### src/rtl/tovd_pkg.sv
// constants, types and register map of the three-operand vector alu decoder
package tovd_pkg;
  // ==========================================================
  // instruction word layout
  localparam logic [5:0] FMT_PATTERN = 6'h34;
  localparam int FMT_LSB     = 26;
  localparam int OPC_LSB     = 16;
  localparam int OPC_W       = 10;
  localparam int VEC_DEST_LSB = 0;
  localparam int SCL_DEST_LSB = 8;
  localparam int CLAMP_BIT   = 15;
  localparam int SEL_W       = 9;
  localparam int SRC_N       = 3;
  localparam int OSCALE_LSB  = 27;
  // ==========================================================
  // opcodes that use the scalar-result layout
  localparam logic [9:0] OPC_ADD_CO      = 10'h119;
  localparam logic [9:0] OPC_SUBBREV_CO  = 10'h11e;
  localparam logic [9:0] OPC_DIV_SCALE_S = 10'h1e0;
  localparam logic [9:0] OPC_DIV_SCALE_D = 10'h1e1;
  localparam logic [9:0] OPC_MAD_U64     = 10'h1e8;
  localparam logic [9:0] OPC_MAD_I64     = 10'h1e9;
  // ==========================================================
  // operand selector boundaries
  localparam logic [8:0] SEL_SREG_LAST = 9'h065;
  localparam logic [8:0] SEL_SCRATCH   = 9'h066;
  localparam logic [8:0] SEL_RETRY     = 9'h068;
  localparam logic [8:0] SEL_COND      = 9'h06a;
  localparam logic [8:0] SEL_TRAP      = 9'h06c;
  localparam logic [8:0] SEL_TRAP_LAST = 9'h07b;
  localparam logic [8:0] SEL_MEMHELP   = 9'h07c;
  localparam logic [8:0] SEL_LANE      = 9'h07e;
  localparam logic [8:0] SEL_ZERO      = 9'h080;
  localparam logic [8:0] SEL_POS_LAST  = 9'h0c0;
  localparam logic [8:0] SEL_NEG_LAST  = 9'h0d0;
  localparam logic [8:0] SEL_APER      = 9'h0eb;
  localparam logic [8:0] SEL_APER_LAST = 9'h0ee;
  localparam logic [8:0] SEL_WAVE      = 9'h0ef;
  localparam logic [8:0] SEL_FLT       = 9'h0f0;
  localparam logic [8:0] SEL_FLT_LAST  = 9'h0f8;
  localparam logic [8:0] SEL_SUBDW     = 9'h0f9;
  localparam logic [8:0] SEL_DPAR      = 9'h0fa;
  localparam logic [8:0] SEL_FLAG      = 9'h0fb;
  localparam logic [8:0] SEL_FLAG_LAST = 9'h0fd;
  localparam logic [8:0] SEL_LIT       = 9'h0ff;
  // inline float constants, selector order
  localparam logic [31:0] FLT_TABLE [9] = '{32'h3f000000, 32'hbf000000, 32'h3f800000,
    32'hbf800000, 32'h40000000, 32'hc0000000, 32'h40800000, 32'hc0800000, 32'h3e22f983};
  // ==========================================================
  // register byte addresses and stride, plus the inf/nan exponent
  localparam logic [7:0] A_INSN_LO = 8'h00;
  localparam logic [7:0] A_INSN_HI = 8'h04;
  localparam logic [7:0] A_FIELDS  = 8'h08;
  localparam logic [7:0] A_SRC_INFO = 8'h0c;
  localparam logic [7:0] A_RESULT  = 8'h24;
  localparam logic [7:0] A_SCALED  = 8'h28;
  localparam logic [7:0] SRC_STRIDE = 8'h08;
  localparam logic [7:0] EXP_INF   = 8'hff;
  // ==========================================================
  typedef enum logic [4:0] {
    SRC_SREG = 5'h00, SRC_SCRATCH = 5'h01, SRC_RETRY = 5'h02, SRC_COND = 5'h03,
    SRC_TRAP = 5'h04, SRC_MEMHELP = 5'h05, SRC_LANE = 5'h06, SRC_INT = 5'h07,
    SRC_APER = 5'h08, SRC_WAVE = 5'h09, SRC_FLT = 5'h0a, SRC_SUBDW = 5'h0b,
    SRC_DPAR = 5'h0c, SRC_FLAG = 5'h0d, SRC_LIT = 5'h0e, SRC_VREG = 5'h0f,
    SRC_RSVD = 5'h10
  } tovd_cls_t;
  typedef struct packed {
    tovd_cls_t   cls;
    logic [7:0]  idx;
    logic [31:0] val;
  } tovd_src_t;
endpackage

### src/rtl/tovd_decoder.sv
// three-operand vector alu instruction decoder behind a wishbone slave
`timescale 1ns/1ps
module tovd_decoder
  import tovd_pkg::*;
#(
  parameter int ADR_W = 8
) (
  input  wire logic             core_clk_in,
  input  wire logic             rst_in,
  input  wire logic             wb_cyc_in,
  input  wire logic             wb_stb_in,
  input  wire logic             wb_we_in,
  input  wire logic [ADR_W-1:0] wb_adr_in,
  input  wire logic [3:0]       wb_sel_in,
  input  wire logic [31:0]      wb_dat_in,
  output logic                  wb_ack_out,
  output logic [31:0]           wb_dat_out,
  output logic                  fmt_valid_out
);
  // ==========================================================
  // elaboration check
  if (ADR_W < 8) begin : g_adr_chk
    $error("ADR_W must be at least 8");
  end

  // ==========================================================
  // state
  logic [31:0] insn_lo, insn_hi, result, scaled;
  logic        go, fmt_ok, scal, clamp;
  logic [7:0]  vec_dest;
  logic [6:0]  scl_dest;
  logic [1:0]  oscale;
  logic [9:0]  opc;
  logic [8:0]  sel [SRC_N];
  tovd_src_t   src [SRC_N];
  logic [31:0] next_insn_lo, next_insn_hi, next_result, next_scaled, next_dat;
  logic        next_go, next_fmt_ok, next_scal, next_clamp, next_ack;
  logic [7:0]  next_vec_dest;
  logic [6:0]  next_scl_dest;
  logic [1:0]  next_oscale;
  logic [9:0]  next_opc;
  logic [8:0]  next_sel [SRC_N];
  tovd_src_t   next_src [SRC_N];
  logic        wr, is_scal;
  logic [7:0]  adr;
  logic [9:0]  cur_opc;

  // byte-lane merge for writes
  function automatic logic [31:0] merge(logic [31:0] old, logic [31:0] d, logic [3:0] be);
    logic [31:0] r;
    r = old;
    for (int b = 0; b < 4; b++) begin
      if (be[b]) begin
        r[b*8 +: 8] = d[b*8 +: 8];
      end
    end
    return r;
  endfunction

  // one selector to class, index and constant value
  function automatic tovd_src_t decode_src(logic [8:0] s);
    tovd_src_t   d;
    logic [31:0] sx;
    d  = '0;
    sx = {23'h0, s};
    d.cls = SRC_RSVD;
    if (s[8]) begin
      d.cls = SRC_VREG;
      d.idx = s[7:0];
    end else if (s <= SEL_SREG_LAST) begin
      d.cls = SRC_SREG;
      d.idx = s[7:0];
    end else if (s < SEL_RETRY) begin
      d.cls = SRC_SCRATCH;
      d.idx = {7'h0, s[0]};
    end else if (s < SEL_COND) begin
      d.cls = SRC_RETRY;
      d.idx = {7'h0, s[0]};
    end else if (s < SEL_TRAP) begin
      d.cls = SRC_COND;
      d.idx = {7'h0, s[0]};
    end else if (s <= SEL_TRAP_LAST) begin
      d.cls = SRC_TRAP;
      d.idx = 8'(s - SEL_TRAP);
    end else if (s == SEL_MEMHELP) begin
      d.cls = SRC_MEMHELP;
    end else if (s == SEL_LANE || s == SEL_LANE + 9'h001) begin
      d.cls = SRC_LANE;
      d.idx = {7'h0, s[0]};
    end else if (s >= SEL_ZERO && s <= SEL_POS_LAST) begin
      d.cls = SRC_INT;
      d.val = sx - {23'h0, SEL_ZERO};
    end else if (s > SEL_POS_LAST && s <= SEL_NEG_LAST) begin
      d.cls = SRC_INT;
      d.val = {23'h0, SEL_POS_LAST} - sx;
    end else if (s >= SEL_APER && s <= SEL_APER_LAST) begin
      d.cls = SRC_APER;
      d.idx = 8'(s - SEL_APER);
    end else if (s == SEL_WAVE) begin
      d.cls = SRC_WAVE;
    end else if (s >= SEL_FLT && s <= SEL_FLT_LAST) begin
      d.cls = SRC_FLT;
      d.val = FLT_TABLE[4'(s - SEL_FLT)];
    end else if (s == SEL_SUBDW) begin
      d.cls = SRC_SUBDW;
    end else if (s == SEL_DPAR) begin
      d.cls = SRC_DPAR;
    end else if (s >= SEL_FLAG && s <= SEL_FLAG_LAST) begin
      d.cls = SRC_FLAG;
      d.idx = 8'(s - SEL_FLAG);
    end else if (s == SEL_LIT) begin
      d.cls = SRC_LIT;
    end
    return d;
  endfunction

  // ==========================================================
  // bus slave and decode, next values
  // ack is registered, so every access answers one cycle after the request
  always_comb begin
    adr          = wb_adr_in[7:0];
    wr           = wb_cyc_in && wb_stb_in && wb_we_in && wb_ack_out;
    next_ack     = wb_cyc_in && wb_stb_in && !wb_ack_out;
    next_insn_lo = (wr && adr == A_INSN_LO) ? merge(insn_lo, wb_dat_in, wb_sel_in) : insn_lo;
    next_insn_hi = (wr && adr == A_INSN_HI) ? merge(insn_hi, wb_dat_in, wb_sel_in) : insn_hi;
    next_result  = (wr && adr == A_RESULT) ? merge(result, wb_dat_in, wb_sel_in) : result;
    next_go      = wr && adr == A_INSN_HI;                    // decode one edge after a write to the high word
    cur_opc      = insn_lo[OPC_LSB +: OPC_W];
    is_scal      = (cur_opc >= OPC_ADD_CO && cur_opc <= OPC_SUBBREV_CO) ||
                   cur_opc == OPC_DIV_SCALE_S || cur_opc == OPC_DIV_SCALE_D ||
                   cur_opc == OPC_MAD_U64 || cur_opc == OPC_MAD_I64;
    next_fmt_ok  = fmt_ok;
    next_scal    = scal;
    next_vec_dest = vec_dest;
    next_scl_dest = scl_dest;
    next_clamp    = clamp;
    next_oscale   = oscale;
    next_opc     = opc;
    for (int i = 0; i < SRC_N; i++) begin
      next_sel[i] = sel[i];
      next_src[i] = src[i];
    end
    if (go) begin
      next_fmt_ok = insn_lo[FMT_LSB +: 6] == FMT_PATTERN;
      next_vec_dest = insn_lo[VEC_DEST_LSB +: 8];
      next_clamp    = insn_lo[CLAMP_BIT];
      next_scal     = is_scal;
      next_scl_dest = is_scal ? insn_lo[SCL_DEST_LSB +: 7] : 7'h00;
      next_oscale   = insn_hi[OSCALE_LSB +: 2];
      next_opc    = cur_opc;
      for (int i = 0; i < SRC_N; i++) begin
        next_sel[i] = insn_hi[i*SEL_W +: SEL_W];
        next_src[i] = decode_src(insn_hi[i*SEL_W +: SEL_W]);
      end
    end
    // output modifier on a single-float result by exponent step;
    // zero, denormal, inf and nan pass unchanged, overflow is not caught
    next_scaled = result;
    if (result[30:23] != 8'h00 && result[30:23] != EXP_INF) begin
      case (oscale)
        2'h1:    next_scaled[30:23] = result[30:23] + 8'h01;
        2'h2:    next_scaled[30:23] = result[30:23] + 8'h02;
        2'h3:    next_scaled[30:23] = result[30:23] - 8'h01;
        default: next_scaled = result;
      endcase
    end
    // read mux on address bits 7:0 only; unmapped offsets there read zero
    next_dat = 32'h0;
    if (adr == A_INSN_LO) next_dat = insn_lo;
    if (adr == A_INSN_HI) next_dat = insn_hi;
    if (adr == A_FIELDS) begin
      next_dat = {2'h0, opc, scal, fmt_ok, oscale, clamp, scl_dest, vec_dest};
    end
    for (int i = 0; i < SRC_N; i++) begin
      if (adr == A_SRC_INFO + 8'(i) * SRC_STRIDE) begin
        next_dat = {7'h0, sel[i], src[i].idx, 3'h0, src[i].cls};
      end
      if (adr == A_SRC_INFO + 8'(i) * SRC_STRIDE + 8'h04) next_dat = src[i].val;
    end
    if (adr == A_RESULT) next_dat = result;
    if (adr == A_SCALED) next_dat = scaled;
    if (!next_ack) next_dat = wb_dat_out;
  end

  // registers only
  always_ff @(posedge core_clk_in) begin
    if (rst_in) begin
      wb_ack_out    <= 1'b0;
      wb_dat_out    <= 32'h0;
      fmt_valid_out <= 1'b0;
      insn_lo <= 32'h0;
      insn_hi <= 32'h0;
      result  <= 32'h0;
      scaled  <= 32'h0;
      go      <= 1'b0;
      fmt_ok  <= 1'b0;
      scal    <= 1'b0;
      vec_dest <= 8'h00;
      scl_dest <= 7'h00;
      clamp    <= 1'b0;
      oscale   <= 2'h0;
      opc     <= 10'h000;
      for (int i = 0; i < SRC_N; i++) begin
        sel[i] <= 9'h000;
        src[i] <= '0;
      end
    end else begin
      wb_ack_out    <= next_ack;
      wb_dat_out    <= next_dat;
      fmt_valid_out <= next_fmt_ok;
      insn_lo <= next_insn_lo;
      insn_hi <= next_insn_hi;
      result  <= next_result;
      scaled  <= next_scaled;
      go      <= next_go;
      fmt_ok  <= next_fmt_ok;
      scal    <= next_scal;
      vec_dest <= next_vec_dest;
      scl_dest <= next_scl_dest;
      clamp    <= next_clamp;
      oscale   <= next_oscale;
      opc     <= next_opc;
      for (int i = 0; i < SRC_N; i++) begin
        sel[i] <= next_sel[i];
        src[i] <= next_src[i];
      end
    end
  end
endmodule // tovd_decoder

### config.mk
export PLATFORM = sky130hd
export DESIGN_NAME = tovd_decoder
export DESIGN_NICKNAME = d
export VERILOG_FILES = /design/src/rtl/tovd_pkg.sv /design/src/rtl/tovd_decoder.sv
export SDC_FILE = /design/constraint.sdc
export NUM_CORES = 1
export LEC_CHECK = 0
export BUFFER_PORTS_ARGS = -buffer_cell sky130_fd_sc_hd__buf_2
export CAP_MARGIN = 20
export CORE_MARGIN = 2
export CORE_UTILIZATION = 55
export CTS_BUF_LIST = sky130_fd_sc_hd__clkbuf_4
export CTS_CLUSTER_SIZE = 40
export DETAILED_ROUTE_END_ITERATION = 16
export GPL_TIMING_DRIVEN = 1
export PLACE_DENSITY_LB_ADDON = 0.05
export SYNTH_ARGS = -nofsm -noshare
export SYNTH_HDL_FRONTEND = slang
export SYNTH_SLANG_ARGS = --single-unit
### constraint.sdc
create_clock -name core_clk_in -period 4.5 [get_ports core_clk_in]
set_clock_uncertainty 0.1 [all_clocks]
set_input_delay 0.9 -clock core_clk_in [delete_from_list [all_inputs] [get_ports core_clk_in]]
set_output_delay 0.9 -clock core_clk_in [all_outputs]
set_load 0.02 [all_outputs]
==> flow_summary.html <==
<table>
<tr><th>Metric</th><th>Value</th></tr>
<tr><th colspan="2">Die</th></tr>
<tr><td>Die boundary height</td><td>180 µm</td></tr>
<tr><td>I/O pins</td><td>83</td></tr>
<tr><td>Floorplan die width</td><td>180 µm</td></tr>
<tr><td>Effective utilization at floorplan</td><td>55.7%</td></tr>
<tr><td>Floorplan core area</td><td>30500 µm²</td></tr>
<tr><td>Core Rows</td><td>64</td></tr>
<tr><td>Die ar.</td><td>32300 µm²</td></tr>
<tr><th colspan="2">Pwr</th></tr>
<tr><td>Power per cell area</td><td>286 nW/µm²</td></tr>
<tr><td>Total power</td><td>0.00537 W</td></tr>
<tr><td>Static Leakage</td><td>6.73 nW</td></tr>
<tr><td>Worst IR drop on VDD</td><td>220 µV</td></tr>
<tr><th colspan="2">Clock network</th></tr>
<tr><td>Clock tree sinks</td><td>306</td></tr>
<tr><td>Maximum level of the CTS H-tree</td><td>3</td></tr>
<tr><td>Number of buffers created by CTS</td><td>83</td></tr>
<tr><td>CTS tree</td><td>built</td></tr>
<tr><td>Post-CTS Hold Buffers</td><td>0</td></tr>
<tr><td>Clk_lat worst skew</td><td>0.76 ns</td></tr>
<tr><td>Clk buf depth</td><td>3</td></tr>
<tr><td>CTS-repair resized insts</td><td>0</td></tr>
<tr><td>Total setup buffers inserted after CTS</td><td>0</td></tr>
<tr><td>Clock slew at reported path FFs</td><td>0.06 ns</td></tr>
<tr><td>CTS root buffer</td><td>sky130_fd_sc_hd__clkbuf_4</td></tr>
<tr><th colspan="2">STA</th></tr>
<tr><td>Achievable clock frequency</td><td>292 MHz</td></tr>
<tr><td>Actual slew at the worst max-slew pin</td><td>0.955 ns</td></tr>
<tr><td>Setup repair after global routing missed its margin</td><td>no</td></tr>
<tr><td>Clock period minus final worst setup slack</td><td>3.43 ns</td></tr>
<tr><td>Period utilisation layout</td><td>76.2%</td></tr>
<tr><td>Summed negative setup slack over all endpoints</td><td>0 ns</td></tr>
<tr><td>Final-report max-slew violation count</td><td>0</td></tr>
<tr><td>Endpoints failing hold</td><td>0</td></tr>
<tr><td>Count of final setup violators</td><td>0</td></tr>
<tr><td>Slew HR</td><td>35.8%</td></tr>
<tr><th colspan="2">Setup path</th></tr>
<tr><td>Worst endpoint required time</td><td>5.10 ns</td></tr>
<tr><td>Crit Path Category</td><td>flip-flop to flip-flop</td></tr>
<tr><td>Sequence of cells on the critical path</td><td>inv_1 &gt; ha_1 &gt; nand3_1 &gt; or4_1 &gt; a32o_1 &gt; or2_1 &gt; nor2_4 &gt; and2_1 &gt; nand2_1 &gt; a21oi_1</td></tr>
<tr><td>Crit path largest cell delay</td><td>0.54 ns</td></tr>
<tr><td>WP data arrival</td><td>4.02 ns</td></tr>
<tr><td>Critical path fanouts, max</td><td>8</td></tr>
<tr><td>Max stage delay cell, worst path</td><td>sky130_fd_sc_hd__or4_1</td></tr>
<tr><td>Crit path capture type</td><td>flip-flop</td></tr>
<tr><td>Critical path launch point type</td><td>flip-flop</td></tr>
<tr><th colspan="2">Global routing</th></tr>
<tr><td>Global-route usage over all layers</td><td>37.3%</td></tr>
<tr><td>Overflow left after global routing</td><td>0</td></tr>
<tr><td>Number of global-route vias before repair</td><td>16570</td></tr>
<tr><td>First-pass GRT wire length</td><td>96.2 mm</td></tr>
<tr><td>Number of antenna violations at the first check in global routing</td><td>2</td></tr>
<tr><td>Largest net degree at the start of global routing</td><td>118</td></tr>
<tr><th colspan="2">Job</th></tr>
<tr><td>Number of max-cap violations</td><td>0</td></tr>
<tr><th colspan="2">Placement</th></tr>
<tr><td>I/O Buffers</td><td>82</td></tr>
<tr><td>Placement-stage cell area</td><td>17800 µm²</td></tr>
<tr><td>Placer's final routability congestion estimate</td><td>0.971</td></tr>
<tr><td>HPWL Detailed</td><td>44.5 mm</td></tr>
<tr><td>Dpl cells</td><td>2577</td></tr>
<tr><th colspan="2">Final layout</th></tr>
<tr><td>Final Cell Area</td><td>18700 µm²</td></tr>
<tr><td>Fillcell total</td><td>2846</td></tr>
<tr><td>Area growth, synth to finish</td><td>10.3%</td></tr>
<tr><td>Utilization of the core after routing</td><td>61.5%</td></tr>
<tr><td>Number of nets in the final layout</td><td>2359</td></tr>
<tr><td>Count of placed standard cells in the final layout, fillers left out</td><td>2714</td></tr>
<tr><td>Fraction of final layout cells with drive strength greater than 1</td><td>13.3%</td></tr>
<tr><th colspan="2">Detailed routing</th></tr>
<tr><td>Count of nets left with antenna violations after detail routing</td><td>0</td></tr>
<tr><td>Wire per inst</td><td>23.0 µm</td></tr>
<tr><td>1st-iter DRT viols</td><td>2321</td></tr>
<tr><td>Pre-antenna DRT Iters</td><td>9</td></tr>
<tr><td>Number of remaining DRC errors</td><td>0</td></tr>
<tr><td>Routed wire length</td><td>62.5 mm</td></tr>
<tr><td>Vias per cell</td><td>6.59</td></tr>
<tr><td>DR vias</td><td>17893</td></tr>
<tr><th colspan="2">Hold path</th></tr>
<tr><td>Worst hold path type</td><td>input pin to flip-flop</td></tr>
<tr><th colspan="2">Synth</th></tr>
<tr><td>Proportion of register bits with asynchronous set or reset after synthesis</td><td>0%</td></tr>
<tr><td>Yosys warning count</td><td>0</td></tr>
<tr><td>Synthesized area per cell</td><td>7.72 µm²</td></tr>
<tr><td>Post-synthesis cell type with the largest combined area</td><td>sky130_fd_sc_hd__dfxtp_1</td></tr>
<tr><td>Sequential-to-total area share from yosys stat</td><td>36.1%</td></tr>
<tr><td>Area share of the largest cell type after synthesis</td><td>36.1%</td></tr>
<tr><td>Ranking of synthesized cells by area</td><td>sky130_fd_sc_hd__dfxtp_1 36%, sky130_fd_sc_hd__a21oi_1 7.5%, sky130_fd_sc_hd__nand2_1 5.8%</td></tr>
<tr><td>Gate count of the mapped netlist</td><td>2202</td></tr>
<tr><td>Number of distinct library cell variants in the gate-level netlist after synthesis</td><td>100</td></tr>
<tr><td>Post-synth design cell area</td><td>17000 µm²</td></tr>
<tr><td>Number of flops mapped to enable cells by yosys</td><td>0</td></tr>
<tr><td>Flops &amp; latches, synth</td><td>306</td></tr>
<tr><td>Dominant synthesized flop cell</td><td>sky130_fd_sc_hd__dfxtp_1</td></tr>
<tr><td>Number of nets in the synthesized netlist</td><td>2295</td></tr>
<tr><th colspan="2">Run status</th></tr>
<tr><td>Result of the run</td><td>finished, final reports clean</td></tr>
</table>
## per-stage QoR
step / setup WS (ns) / hold WS [ns]
after floorplan: 1.43 / 0.336
after global placement: 0.825 / 0.348
after detailed placement: 0.781 / 0.354
after CTS: 1.15 / 0.245
after global routing: 0.885 / 0.276
final: 1.07 / 0.300
## state kept, by name (all words and copies together), names as in the netlist
| signal | count |
|---|---|
| src | 87 |
| insn_hi | 32 |
| insn_lo | 32 |
| result | 32 |
| scaled | 32 |
| wb_dat_out | 32 |
| sel | 27 |
| opc | 10 |
| vec_dest | 8 |
| scl_dest | 7 |
| oscale | 2 |
| clamp | 1 |
| fmt_ok | 1 |
| go | 1 |
| scal | 1 |
| wb_ack_out | 1 |
## cell usage in the layout (no fill, tap or decap), types with 17 or more instances in the layout
cell type                  count
sky130_fd_sc_hd__nand2_1     261
sky130_fd_sc_hd__ha_1         43
sky130_fd_sc_hd__xnor2_1      21
sky130_fd_sc_hd__nor2_1      241
sky130_fd_sc_hd__a211oi_1     36
sky130_fd_sc_hd__nand3_1     150
sky130_fd_sc_hd__o21ai_1      27
sky130_fd_sc_hd__nor3_1       32
sky130_fd_sc_hd__a31oi_1      32
sky130_fd_sc_hd__buf_2        81
sky130_fd_sc_hd__dfxtp_1     305
sky130_fd_sc_hd__nand4_1      24
sky130_fd_sc_hd__buf_4        67
sky130_fd_sc_hd__mux2i_1      64
sky130_fd_sc_hd__a221oi_1     17
sky130_fd_sc_hd__o221ai_1     32
sky130_fd_sc_hd__nor2b_1      34
sky130_fd_sc_hd__a21oi_1     255
sky130_fd_sc_hd__inv_1        26
sky130_fd_sc_hd__clkbuf_4    115
sky130_fd_sc_hd__o211ai_1     18
sky130_fd_sc_hd__o21ai_0      69
sky130_fd_sc_hd__and3_1       26
sky130_fd_sc_hd__a22oi_1      45
## report_power, final
| group | switching [W] | total [W] | leakage (nW) | internal (W) |
|---|---|---|---|---|
| logic | 0.000156 | 0.000214 | 3.67 | 0.0000577 |
| registers | 0.0000162 | 0.00274 | 2.47 | 0.00272 |
| clock network | 0.00118 | 0.00241 | 0.591 | 0.00123 |
## layout make-up
| cell class | count | area, µm² | share of cell area [%] |
|---|---|---|---|
| Timing Repair Buffer | 149 | 923 | 4.93 |
| Inverter | 30 | 113 | 0.601 |
| Sequential cell | 306 | 6130 | 32.7 |
| Antenna cell | 1 | 2.50 | 0.0133 |
| Tap cell | 396 | 495 | 2.64 |
| Clock inverter | 21 | 123 | 0.654 |
| Multi-Input combinational cell | 1696 | 10100 | 53.9 |
| Clock buffer | 115 | 863 | 4.60 |
## worst paths after layout
| kind | start | to | slack, ns | depth (start not counted) |
|---|---|---|---|---|
| max | insn_hi[26] | src[0][96] | 1.07 | 10 |
| min | wb_dat_in[28] | insn_hi[28] | 0.30 | 3 |
| max reg2reg | insn_hi[26] | src[0][96] | 1.07 | 10 |
| min reg2reg | scaled[30] | wb_dat_out[30] | 0.34 | 2 |
## kinds of logic (layout without fill, tap and decap cells)
group	after synthesis	count (layout)	synth area share [%]
flops	306	306	36.1
buf+inv	200	315	4.68
xor+xnor	31	31	1.60
mux	66	66	3.90
other cells	0	1	0
simple gates	887	887	24.8
compound gates	664	664	25.5
fa+ha+maj	48	48	3.53
## per-layer routing
layer / GRT usage [%] / vias up / part of all wire [%]
li1: - / 8229 / -
met1: 50.1 / 8491 / 41
met2: 57.4 / 1000 / 44
met3: 6.75 / 173 / 9.3
met4: 19.3 / 0 / 5.0
met5: 0 / - / 0
## Yosys cell counts (all sizes together) (7+ instances only)
cell and count:
and2 16, nand2b 11, a21o 16, a22o 7, dfxtp 306, a31oi 32
xor2 10, nand4b 7, nand2 261, nor2 245, ha 43, or3 13
a21oi 256, o221ai 33, o22ai 12, or2 10, clkbuf 133, a222oi 10
or4 7, and3 26, nor2b 34, o211ai 18, nor3 34, o21ai 97
a22oi 45, xnor2 21, a221oi 17, inv 30, buf 37, a211oi 39
o21a 7, nand3 150, a311oi 8, nor4b 8, mux2i 64, nand4 24
nor4 11
## critical path: cells and delay by family, from the launching register on
| family | cells | cell delay, ns |
|---|---|---|
| adder cells (fa/ha/maj) | 1 | 0.26 |
| flip-flops | 1 | 0.35 |
| buffers and inverters | 1 | 0.34 |
| AND/OR/NAND/NOR | 6 | 1.81 |
| AO/OA/AOI/OAI | 2 | 0.48 |
No activity file was read; power rests on OpenSTA's default activity.
